File: src/spp_pkg.sv
// package for the serial peripheral port: constants, types and control decode
package spp_pkg;
  localparam int unsigned WORD_BITS      = 8;
  localparam int unsigned NUM_FLAGS      = 4;
  localparam int unsigned CLOCK_MHZ      = 100;
  localparam int unsigned HALF_PERIOD_NS = 40;
  localparam int unsigned HALF_CYCLES    = (HALF_PERIOD_NS * CLOCK_MHZ) / 1000;
  localparam int unsigned CTL_WIDTH      = 8;
  localparam int unsigned CTL_POL_BIT    = 0;
  localparam int unsigned CTL_PHA_BIT    = 1;
  localparam int unsigned CTL_MASTER_BIT = 2;
  localparam int unsigned CTL_OPD_BIT    = 4;
  localparam int unsigned CTL_DIS_BIT    = 5;
  localparam logic [7:0]  CTL_RESET      = 8'h00;

  typedef struct packed {
    logic o;
    logic oe;
  } spp_drive_t;

  typedef struct packed {
    logic                 master;
    logic                 pol;
    logic                 pha;
    logic                 open_drain_select;
    logic                 slave_out_disable;
  } spp_cfg_t;

  function automatic spp_cfg_t spp_decode(input logic [CTL_WIDTH-1:0] c);
    spp_cfg_t r;
    r.master            = c[CTL_MASTER_BIT];
    r.pol               = c[CTL_POL_BIT];
    r.pha               = c[CTL_PHA_BIT];
    r.open_drain_select = c[CTL_OPD_BIT];
    r.slave_out_disable = c[CTL_DIS_BIT];
    return r;
  endfunction
endpackage

File: src/spp_port.sv
// serial peripheral port core: master/slave shift engine and pin control
`timescale 1ns/100ps
module spp_port
  import spp_pkg::*;
(
  input  wire logic                 i_clock,
  input  wire logic                 i_rst,
  input  wire logic [CTL_WIDTH-1:0] i_serial_port_control,
  input  wire logic [1:0]           i_flag_select,
  input  wire logic                 i_tx_valid,
  input  wire logic [WORD_BITS-1:0] i_tx_data,
  output logic                      o_tx_ready,
  output logic                      o_rx_valid,
  output logic [WORD_BITS-1:0]      o_rx_data,
  output logic                      o_multimaster_error,
  input  wire logic                 i_error_clear,
  output logic                      o_busy,
  input  wire logic                 i_serial_shift_clock,
  output logic                      o_serial_shift_clock,
  output logic                      o_serial_shift_clock_oe,
  input  wire logic                 i_slave_device_select_n,
  input  wire logic                 i_mosi,
  output logic                      o_mosi,
  output logic                      o_mosi_oe,
  input  wire logic                 i_miso,
  output logic                      o_miso,
  output logic                      o_miso_oe,
  output logic [NUM_FLAGS-1:0]      o_flag_select_n,
  output logic [NUM_FLAGS-1:0]      o_flag_oe
);
  typedef enum logic [2:0] {
    ST_IDLE  = 3'b001,
    ST_LEAD  = 3'b010,
    ST_TRAIL = 3'b100
  } spp_state_t;

  spp_cfg_t cfg;
  logic [3:0] pins_s;
  logic       sck_s, ss_n_s, sdi_s;
  assign cfg = spp_decode(i_serial_port_control);

  // both data pins are synchronised; the role mux sits after the flops, never ahead of them
  spp_sync #(.W(4)) u_sync (
    .i_clock (i_clock),
    .i_rst   (i_rst),
    .i_async ({i_serial_shift_clock, i_slave_device_select_n, i_miso, i_mosi}),
    .o_sync  (pins_s)
  );
  assign sck_s  = pins_s[3];
  assign ss_n_s = pins_s[2];
  assign sdi_s  = cfg.master ? pins_s[1] : pins_s[0];

  spp_state_t            state_reg, state_next;
  logic [7:0]            div_reg, div_next;
  logic [3:0]            bit_reg, bit_next;
  logic [WORD_BITS-1:0]  tsh_reg, tsh_next;
  logic [WORD_BITS-1:0]  rsh_reg, rsh_next;
  logic [WORD_BITS-1:0]  rx_reg, rx_next;
  logic                  rxv_reg, rxv_next;
  logic                  sck_reg, sck_next;
  logic                  sout_reg, sout_next;
  logic                  err_reg, err_next;
  logic                  sck_prev_reg;
  logic                  ss_prev_reg;
  logic [1:0]            fsel_reg, fsel_next;

  // clock level "leading" edge is the one leaving idle polarity
  logic sck_lead, sck_trail, ss_fall, s_active, m_active;
  assign s_active  = !cfg.master && !ss_n_s;
  assign sck_lead  = s_active && (sck_s != sck_prev_reg) && (sck_s != cfg.pol);
  assign sck_trail = s_active && (sck_s != sck_prev_reg) && (sck_s == cfg.pol);
  assign ss_fall   = ss_prev_reg && !ss_n_s;
  assign m_active  = cfg.master && state_reg != ST_IDLE;
  // one cycle of rest after a word so the select rises between words
  assign o_tx_ready = (state_reg == ST_IDLE) && cfg.master && !err_reg && !rxv_reg;
  assign o_busy     = m_active;

  always_comb begin
    state_next = state_reg;
    div_next   = div_reg;
    bit_next   = bit_reg;
    tsh_next   = tsh_reg;
    rsh_next   = rsh_reg;
    rx_next    = rx_reg;
    rxv_next   = 1'b0;
    sck_next   = cfg.pol;
    sout_next  = sout_reg;
    err_next   = err_reg;
    fsel_next  = fsel_reg;
    if (i_error_clear)
      err_next = 1'b0;
    if (cfg.master && !ss_n_s)
      err_next = 1'b1;
    if (cfg.master) begin
      case (state_reg)
        ST_IDLE: begin
          div_next = '0;
          bit_next = '0;
          if (i_tx_valid && !err_reg) begin
            tsh_next   = i_tx_data;
            fsel_next  = i_flag_select;
            // phase 0 puts the first bit out before the first edge
            sout_next  = i_tx_data[WORD_BITS-1];
            if (cfg.pha)
              sout_next = sout_reg;
            state_next = ST_LEAD;
          end
        end
        ST_LEAD: begin
          sck_next = cfg.pol;
          div_next = div_reg + 8'd1;
          if (div_reg == 8'(HALF_CYCLES - 1)) begin
            div_next   = '0;
            sck_next   = !cfg.pol;
            if (cfg.pha)
              sout_next = tsh_reg[WORD_BITS-1];
            else
              rsh_next = {rsh_reg[WORD_BITS-2:0], sdi_s};
            state_next = ST_TRAIL;
          end
        end
        ST_TRAIL: begin
          sck_next = !cfg.pol;
          div_next = div_reg + 8'd1;
          if (div_reg == 8'(HALF_CYCLES - 1)) begin
            div_next = '0;
            sck_next = cfg.pol;
            bit_next = bit_reg + 4'd1;
            tsh_next = {tsh_reg[WORD_BITS-2:0], 1'b0};
            if (cfg.pha)
              rsh_next = {rsh_reg[WORD_BITS-2:0], sdi_s};
            else
              sout_next = tsh_reg[WORD_BITS-2];
            if (bit_reg == 4'(WORD_BITS - 1)) begin
              rx_next    = cfg.pha ? {rsh_reg[WORD_BITS-2:0], sdi_s} : rsh_reg;
              rxv_next   = 1'b1;
              state_next = ST_IDLE;
            end else begin
              state_next = ST_LEAD;
            end
          end
        end
        default: state_next = ST_IDLE;
      endcase
    end else begin
      state_next = ST_IDLE;
      if (ss_fall) begin
        bit_next  = '0;
        tsh_next  = i_tx_data;
        sout_next = i_tx_data[WORD_BITS-1];
      end
      if (sck_lead) begin
        if (cfg.pha)
          sout_next = tsh_reg[WORD_BITS-1];
        else
          rsh_next = {rsh_reg[WORD_BITS-2:0], sdi_s};
      end
      if (sck_trail) begin
        tsh_next = {tsh_reg[WORD_BITS-2:0], 1'b0};
        if (cfg.pha)
          rsh_next = {rsh_reg[WORD_BITS-2:0], sdi_s};
        else
          sout_next = tsh_reg[WORD_BITS-2];
        bit_next = bit_reg + 4'd1;
        if (bit_reg == 4'(WORD_BITS - 1)) begin
          rx_next  = cfg.pha ? {rsh_reg[WORD_BITS-2:0], sdi_s} : rsh_reg;
          rxv_next = 1'b1;
          bit_next = '0;
          tsh_next = i_tx_data;
        end
      end
    end
  end

  always_ff @(posedge i_clock) begin
    if (i_rst) begin
      state_reg    <= ST_IDLE;
      div_reg      <= '0;
      bit_reg      <= '0;
      tsh_reg      <= '0;
      rsh_reg      <= '0;
      rx_reg       <= '0;
      rxv_reg      <= 1'b0;
      sck_reg      <= 1'b0;
      sout_reg     <= 1'b1;
      err_reg      <= 1'b0;
      fsel_reg     <= '0;
      sck_prev_reg <= 1'b1;
      ss_prev_reg  <= 1'b1;
    end else begin
      state_reg    <= state_next;
      div_reg      <= div_next;
      bit_reg      <= bit_next;
      tsh_reg      <= tsh_next;
      rsh_reg      <= rsh_next;
      rx_reg       <= rx_next;
      rxv_reg      <= rxv_next;
      sck_reg      <= sck_next;
      sout_reg     <= sout_next;
      err_reg      <= err_next;
      fsel_reg     <= fsel_next;
      sck_prev_reg <= sck_s;
      ss_prev_reg  <= ss_n_s;
    end
  end

  // pin directions follow the role
  spp_drive_t miso_drv;
  always_comb begin
    miso_drv.o  = sout_reg;
    miso_drv.oe = s_active && !cfg.slave_out_disable;
    if (cfg.open_drain_select) begin
      miso_drv.o  = 1'b0;
      miso_drv.oe = miso_drv.oe && !sout_reg;
    end
  end

  assign o_serial_shift_clock    = sck_reg;
  assign o_serial_shift_clock_oe = cfg.master;
  assign o_mosi    = sout_reg;
  assign o_mosi_oe = cfg.master;
  assign o_miso    = miso_drv.o;
  assign o_miso_oe = miso_drv.oe;
  assign o_rx_valid          = rxv_reg;
  assign o_rx_data           = rx_reg;
  assign o_multimaster_error = err_reg;

  // selected flag pin low for the whole word; slave selects are high idle
  always_comb begin
    o_flag_oe       = cfg.master ? '1 : '0;
    o_flag_select_n = '1;
    // held through the cycle after the last edge so a phase 1 slave still sees its last capture
    if (m_active || (cfg.master && rxv_reg))
      o_flag_select_n[fsel_reg] = 1'b0;
  end

  a_idle_clock_quiet: assert property (@(posedge i_clock) disable iff (i_rst)
    (cfg.master && state_reg == ST_IDLE) |=> sck_reg == $past(cfg.pol))
    else $error("shift clock moved while idle");
  a_error_on_select: assert property (@(posedge i_clock) disable iff (i_rst)
    (cfg.master && !ss_n_s) |=> err_reg)
    else $error("multimaster error not flagged");
  a_slave_out_off: assert property (@(posedge i_clock) disable iff (i_rst)
    cfg.slave_out_disable |-> !o_miso_oe)
    else $error("slave output driven while disabled");
  a_open_drain_low: assert property (@(posedge i_clock) disable iff (i_rst)
    (cfg.open_drain_select && o_miso_oe) |-> !o_miso)
    else $error("open drain drove high");
  a_slave_select_gate: assert property (@(posedge i_clock) disable iff (i_rst)
    (!cfg.master && ss_n_s) |-> !o_miso_oe && !sck_lead)
    else $error("slave responded while deselected");
  a_master_dirs: assert property (@(posedge i_clock) disable iff (i_rst)
    cfg.master |-> o_mosi_oe && o_serial_shift_clock_oe && !o_miso_oe)
    else $error("wrong master pin direction");
  a_select_held: assert property (@(posedge i_clock) disable iff (i_rst)
    m_active |-> o_flag_select_n[fsel_reg] == 1'b0)
    else $error("slave select released mid word");
  a_half_period: assert property (@(posedge i_clock) disable iff (i_rst)
    (state_reg == ST_LEAD && div_reg == '0) |-> ##1 state_reg == ST_LEAD)
    else $error("half period too short");
endmodule // spp_port

File: src/spp_sync.sv
// two-flop synchroniser for pins entering the core clock domain
`timescale 1ns/100ps
module spp_sync #(
  parameter int unsigned W = 1
) (
  input  wire logic         i_clock,
  input  wire logic         i_rst,
  input  wire logic [W-1:0] i_async,
  output logic      [W-1:0] o_sync
);
  logic [W-1:0] meta_reg;
  logic [W-1:0] meta_next;
  logic [W-1:0] sync_reg;
  logic [W-1:0] sync_next;

  always_comb begin
    meta_next = i_async;
    sync_next = meta_reg;
  end

  // pins are pulled up, so idle high is the safe reset value
  always_ff @(posedge i_clock) begin
    if (i_rst) begin
      meta_reg <= '1;
      sync_reg <= '1;
    end else begin
      meta_reg <= meta_next;
      sync_reg <= sync_next;
    end
  end

  assign o_sync = sync_reg;
endmodule // spp_sync

File: config.mk
export PLATFORM = sky130hd
export DESIGN_NAME = spp_port
export DESIGN_NICKNAME = d
export VERILOG_FILES = /design/src/spp_pkg.sv /design/src/spp_port.sv /design/src/spp_sync.sv
export SDC_FILE = /design/constraint.sdc
export NUM_CORES = 1
export LEC_CHECK = 0
export BUFFER_PORTS_ARGS = -buffer_cell sky130_fd_sc_hd__buf_2
export CORE_MARGIN = 2
export CORE_UTILIZATION = 50
export CTS_BUF_LIST = sky130_fd_sc_hd__clkbuf_16
export DETAILED_ROUTE_END_ITERATION = 10
export HOLD_SLACK_MARGIN = 0.08
export PLACE_DENSITY = 0.76
export SLEW_MARGIN = 20
export SYNTH_ARGS = -nofsm -noshare
export SYNTH_HDL_FRONTEND = slang
export SYNTH_SLANG_ARGS = --single-unit
File: constraint.sdc
create_clock -name i_clock -period 2.05 [get_ports i_clock]
set_input_delay 0 -clock i_clock [delete_from_list [all_inputs] [get_ports i_clock]]
set_output_delay 0 -clock i_clock [all_outputs]
set_load 0.02 [all_outputs]
* Yosys cells after proc, flatten, opt, wreduce, memory -nomap -nowiden *
Cells that the tools add are included.

storage, ports and cells
  register bits after elaboration = 55
  output and inout port bits = 26

operators by class
  add/subtract/negate cells = 2
  order comparisons = 2
  bitwise logic cells = 2
  equality and inequality tests = 23
  muxes and demuxes = 64
  reduce and logical (&&, ||, !) cells = 37

operator list
  kind                 count
  $mux 8               20
  $pmux 8 s2           3
  $mux 4               7
  $mux 1               24
  $logic_and 1x1->1    15
  $ne 3x3->1 const B   5
  $reduce_and 3->1     5
  $mux 3               3
  $ne 3x1->1 const B   3
  $pmux 3 s3           1
  $add 8x1->8 const B  1
  $eq 8x2->1 const B   1
  $pmux 4 s2           1
  $logic_not 1->1      7
  $reduce_and 7->1     1
  $ne 2x1->1 const B   3
  $reduce_bool 2->1    3
  $add 4x1->4 const B  1
  $eq 4x3->1 const B   1
  $mux 2               2
  $ne 2x2->1 const B   2
  $ne 4x1->1 const B   1
  $not 4->4            1
  $reduce_and 4->1     1
  other kinds (16)     18

* Depth between registers and ports, before layout *
  depth in word-level cells = 8
  depth in mapped cells = 7

* Cells and area by module *
A second synthesis with hierarchy kept.

unflattened totals
  cells, all modules = 320
  area total of the unflattened synthesis = 2865.2 um^2

by module, submodules not included
  module    times used  cells an instance  area an instance (um^2)  sequential area each (um^2)
  spp_port  1           304                2655.0                   940.9
  spp_sync  1           16                 210.2                    160.2

* Worst setup path before layout *
Ideal clock, no wire load.

  path kind = register to register
  start = register div_reg[0]
  end = register sout_reg (netlist: o_mosi)
  arrival = 2.024 ns
  period minus slack after synthesis = 2.148 ns
  required time = 1.926 ns
  slack = -0.098 ns
  setup time = 0.124 ns
  cell stages (with the launch flop) = 7
  path through = dfxtp_1 > ha_1 > or4b_4 > nor2_4 > o221ai_2 > mux2_1 > a2111o_1

between the ends
  cells in the longest elaborated chain, start to end = 3

RTL lines
  item                                 line                              source
  from (decl)                          spp_port.sv:54                    logic [7:0] div_reg, div_next;
  from (signal assigned)               spp_port.sv:192                   div_reg <= div_next;
  $eq 8x2->1 *                         spp_port.sv:112, spp_port.sv:125
  $ne 3x3->1 (no source line)          --
  $reduce_and 7->1 (no source line) *  --
  to (signal assigned)                 spp_port.sv:199                   sout_reg <= sout_next;
  to (decl)                            spp_port.sv:61                    logic sout_reg, sout_next;

Mark *: on every way between the ends. The rest lies on a longest branch, timed or not.
A chain may end at the register's enable or synchronous reset.

* Final worst setup path *
  start = register div_reg[1]
  end = register tsh_reg[2]

between the ends
  cells in the longest elaborated chain, start to end = 3

RTL lines
  item                               line             source
  $eq 8x2->1                         spp_port.sv:125  if (div_reg == 8'(HALF_CYCLES - 1)) begin
  $ne 3x3->1 (no source line)        --
  $reduce_and 4->1 (no source line)  --
  to (signal assigned)               spp_port.sv:194  tsh_reg <= tsh_next;
  to (decl)                          spp_port.sv:56   logic [WORD_BITS-1:0] tsh_reg, tsh_next;

Every way passes these cells.

==> flow_summary_export.csv <==
group,metric,value,unit
critical_path,required,2.22,ns
placement,hpwl,4427,um
timing,hold_viol_final,0,
min_path,min_path_cells,3,
clock_network,root_buffer,"clkbuf_16",
cells_and_area,num_antenna_cells,0,
power,ir_drop,0.4021,mV
clock_network,cts_buffers,5,
global_route,grt.total_usage,21.16,%
timing,slew_violations,0,
clock_network,clk_pin_slew,0.07,ns
critical_path,reg2reg_slack,-0.03,ns
yosys,syn_nets,356,
min_path,min_path_type,"primary input to register",
floorplanning,die_y,79.24,um
cells_and_area,multi_input_area,1658,um^2
route,wl_per_cell,14.08,um
timing,worst_pin_slew,0.5433,ns
route,vias,2615,
yosys,syn_area,2830,um^2
global_route,grt_max_degree,33,
global_route,grt_pass1_vias,2393,
yosys,synth_edf_count,0,
floorplanning,start_util,51.71,%
yosys,synth.top_cell.area_share,38.90,%
yosys,yosysSeqAreaShare,38.90,%
yosys,netlist_instances,328,
floorplanning,core,5473,um^2
yosys,synth.area.top_cells,"dfxtp_1 39%, mux2i_1 7.4%, nor2_1 4.2%",
critical_path,reg2regPathDepth,9,
timing,max_clock_freq,479.9,MHz
min_path,whs_endpoint,"o_serial_shift_clock$_SDFF_PP0_",
yosys,async_flop_share,0,%
cells_and_area,drive_gt1_share,33.01,%
critical_path,r2r_end,"tsh_reg[2]$_SDFFE_PP0P_",
cells_and_area,fillCellCount,428,
run_status,status,"complete, but fails checks",
critical_path,cp_max_fo,7,
timing,skew,0.004985,ns
cells_and_area,area_growth,32.80,%
run_status,violations,"setup timing",
critical_path,cp-end-kind,"register",
min_path,min-delay-start,"i_serial_port_control[0]",
clock_network,clock_path_buffers,2,
power,leakage,1.527,nW
yosys,synth_cell_types,57,
route,drt_iter0_markers,121,
job,drv_cap,0,
route,route.detailed.drc,0,
critical_path,crit_start,"div_reg[1]$_SDFFE_PP0P_",
global_route,grt_pass1_wl,10580,um
floorplanning,die_w,79.24,um
yosys,ys_ff_latch,55,
timing,fin_crit,2.084,ns
cells_and_area,layout_common_cells,"52 x dfxtp_1, 48 x buf_2, 32 x buf_4, 30 x nand2_1, 25 x nor2_1",
floorplanning,die_area,6278,um^2
yosys,ys.warnings.count,0,
placement,io_buffer_count,48,
yosys,synthFlopType,"dfxtp_1",
yosys,synth_top_cell_by_area,"dfxtp_1",
floorplanning,rows,27,
cells_and_area,nets,440,
critical_path,critPathKind,"register to register",
clock_network,clk_latency,0.29,ns
global_route,grt_antenna_before_repair,0,
route,detail-route-antenna-nets,0,
route,drtPass1Iterations,4,
cells_and_area,seq_area,1105,um^2
clock_network,cts_tree,"yes",
route,drt-total-wl,6814,um
placement,place_congestion,0.9077,
clock_network,htree_levels,2,
yosys,avgSynthCellArea,8.629,um^2
cells_and_area,final_common_cell,"dfxtp_1",
critical_path,startpoint_type,"register",
global_route,overflow,0,
timing,setup_viol,4,
critical_path,critPathArrivalTime,2.25,ns
critical_path,r2r_start,"div_reg[1]$_SDFFE_PP0P_",
floorplanning,ioPinCount,52,
route,vias_per_cell,5.403,
timing,setup_tns,-0.07630,ns
timing,timing.final.ws_setup,-0.03358,ns
timing,relSlewSlack,63.62,%
placement,place_ws,-0.01384,ns
timing,rsz0062_at_grt,"true",
power,p_per_area,601.2,nW/um^2
clock_network,clock_sinks,55,
timing,finalCritPeriodShare,101.6,%
where the power goes:
part / total, mW / internal, mW / switching (mW)
Clock: 0.823 / 0.447 / 0.376
Sequential: 1.13 / 1.10 / 0.0264
Combinational: 0.311 / 0.156 / 0.155
how the worst max path moves through the flow:
stage | to | cells past startpoint
finish | tsh_reg[2]$_SDFFE_PP0P_ | 9
global placement | o_mosi$_SDFFE_PP1P_ | 6
floorplan | o_mosi$_SDFFE_PP1P_ | 6
CTS | o_rx_data[2]$_SDFFE_PP0P_ | 7
detailed placement | rsh_reg[1]$_SDFFE_PP0P_ | 7
global route | tsh_reg[2]$_SDFFE_PP0P_ | 9
cell type report:
cell class	count	share of cell area, %
Sequential cell	55	29.39
Timing Repair Buffer	102	20.04
Clock inverter	2	0.3329
Multi-Input combinational cell	244	44.11
Inverter	4	0.3995
Tap cell	72	2.397
Clock buffer	5	3.329
cell usage after synthesis (all sizes together) (4+ instances only):
library cell / instances
clkbuf: 14
a311oi: 7
a21oi: 24
nor3b: 7
o21ai: 13
dfxtp: 55
or2: 12
nand2b: 12
or3b: 4
nor2: 33
mux2i: 21
nand2: 30
nor2b: 5
inv: 4
a211oi: 7
buf: 11
nor3: 8
nand3: 9
or3: 8
nand3b: 4
repair_timing:
item                                    in CTS  in global routing
setup buffers                                4                  6
gates cloned                                 0                  1
pin swaps                                    0                 12
resized for setup                            3                 21
endpoints found under the setup margin       9                 26
endpoints found under the hold margin       15                  0
hold buffers                                15                  0
layer usage:
layer	vias to the layer above	share of wire, %	track usage (%)
met5	-	0	0
met4	0	1.4	7.069
met3	9	2.8	3.068
met2	44	51	38.31
met1	1233	45	25.55
li1	1329	-	-
worst max-delay path: stages (launching register included):
cell and delay, ns:
dfxtp_2 0.35, ha_4 0.13, or4b_4 0.48, nor2_4 0.15
buf_6 0.14, o2111a_2 0.28, buf_12 0.14, buf_8 0.12
buf_6 0.09, a311oi_1 0.06
kinds of logic (layout without fill, tap and decap cells):
kind of cell | Yosys count | after routing | share of synthesized area [%]
AOI/OAI and AO/OA | 71 | 71 | 17.99
xor gates and xnor gates | 3 | 3 | 0.9286
adders and majority gates | 2 | 2 | 0.8840
buffers and inverters | 29 | 113 | 5.084
DFF | 55 | 55 | 38.90
muxes | 23 | 23 | 8.223
and+or+nand+nor | 145 | 145 | 27.98
metrics by stage:
stage	total power [mW]	util, %	instance area [um^2]	hold WS [ns]	std cells
2_1_floorplan	1.307	-	2845	0.07811	328
3_3_place_gp	1.381	60.20	3294	0.1816	451
3_5_place_dp	1.387	60.20	3294	0.1849	451
4_1_cts	2.230	66.19	3622	0.09667	477
5_1_grt	2.337	68.68	3759	0.1231	484
6_report	2.260	68.68	3759	0.08414	484
Power figures use the tool's default switching activity.
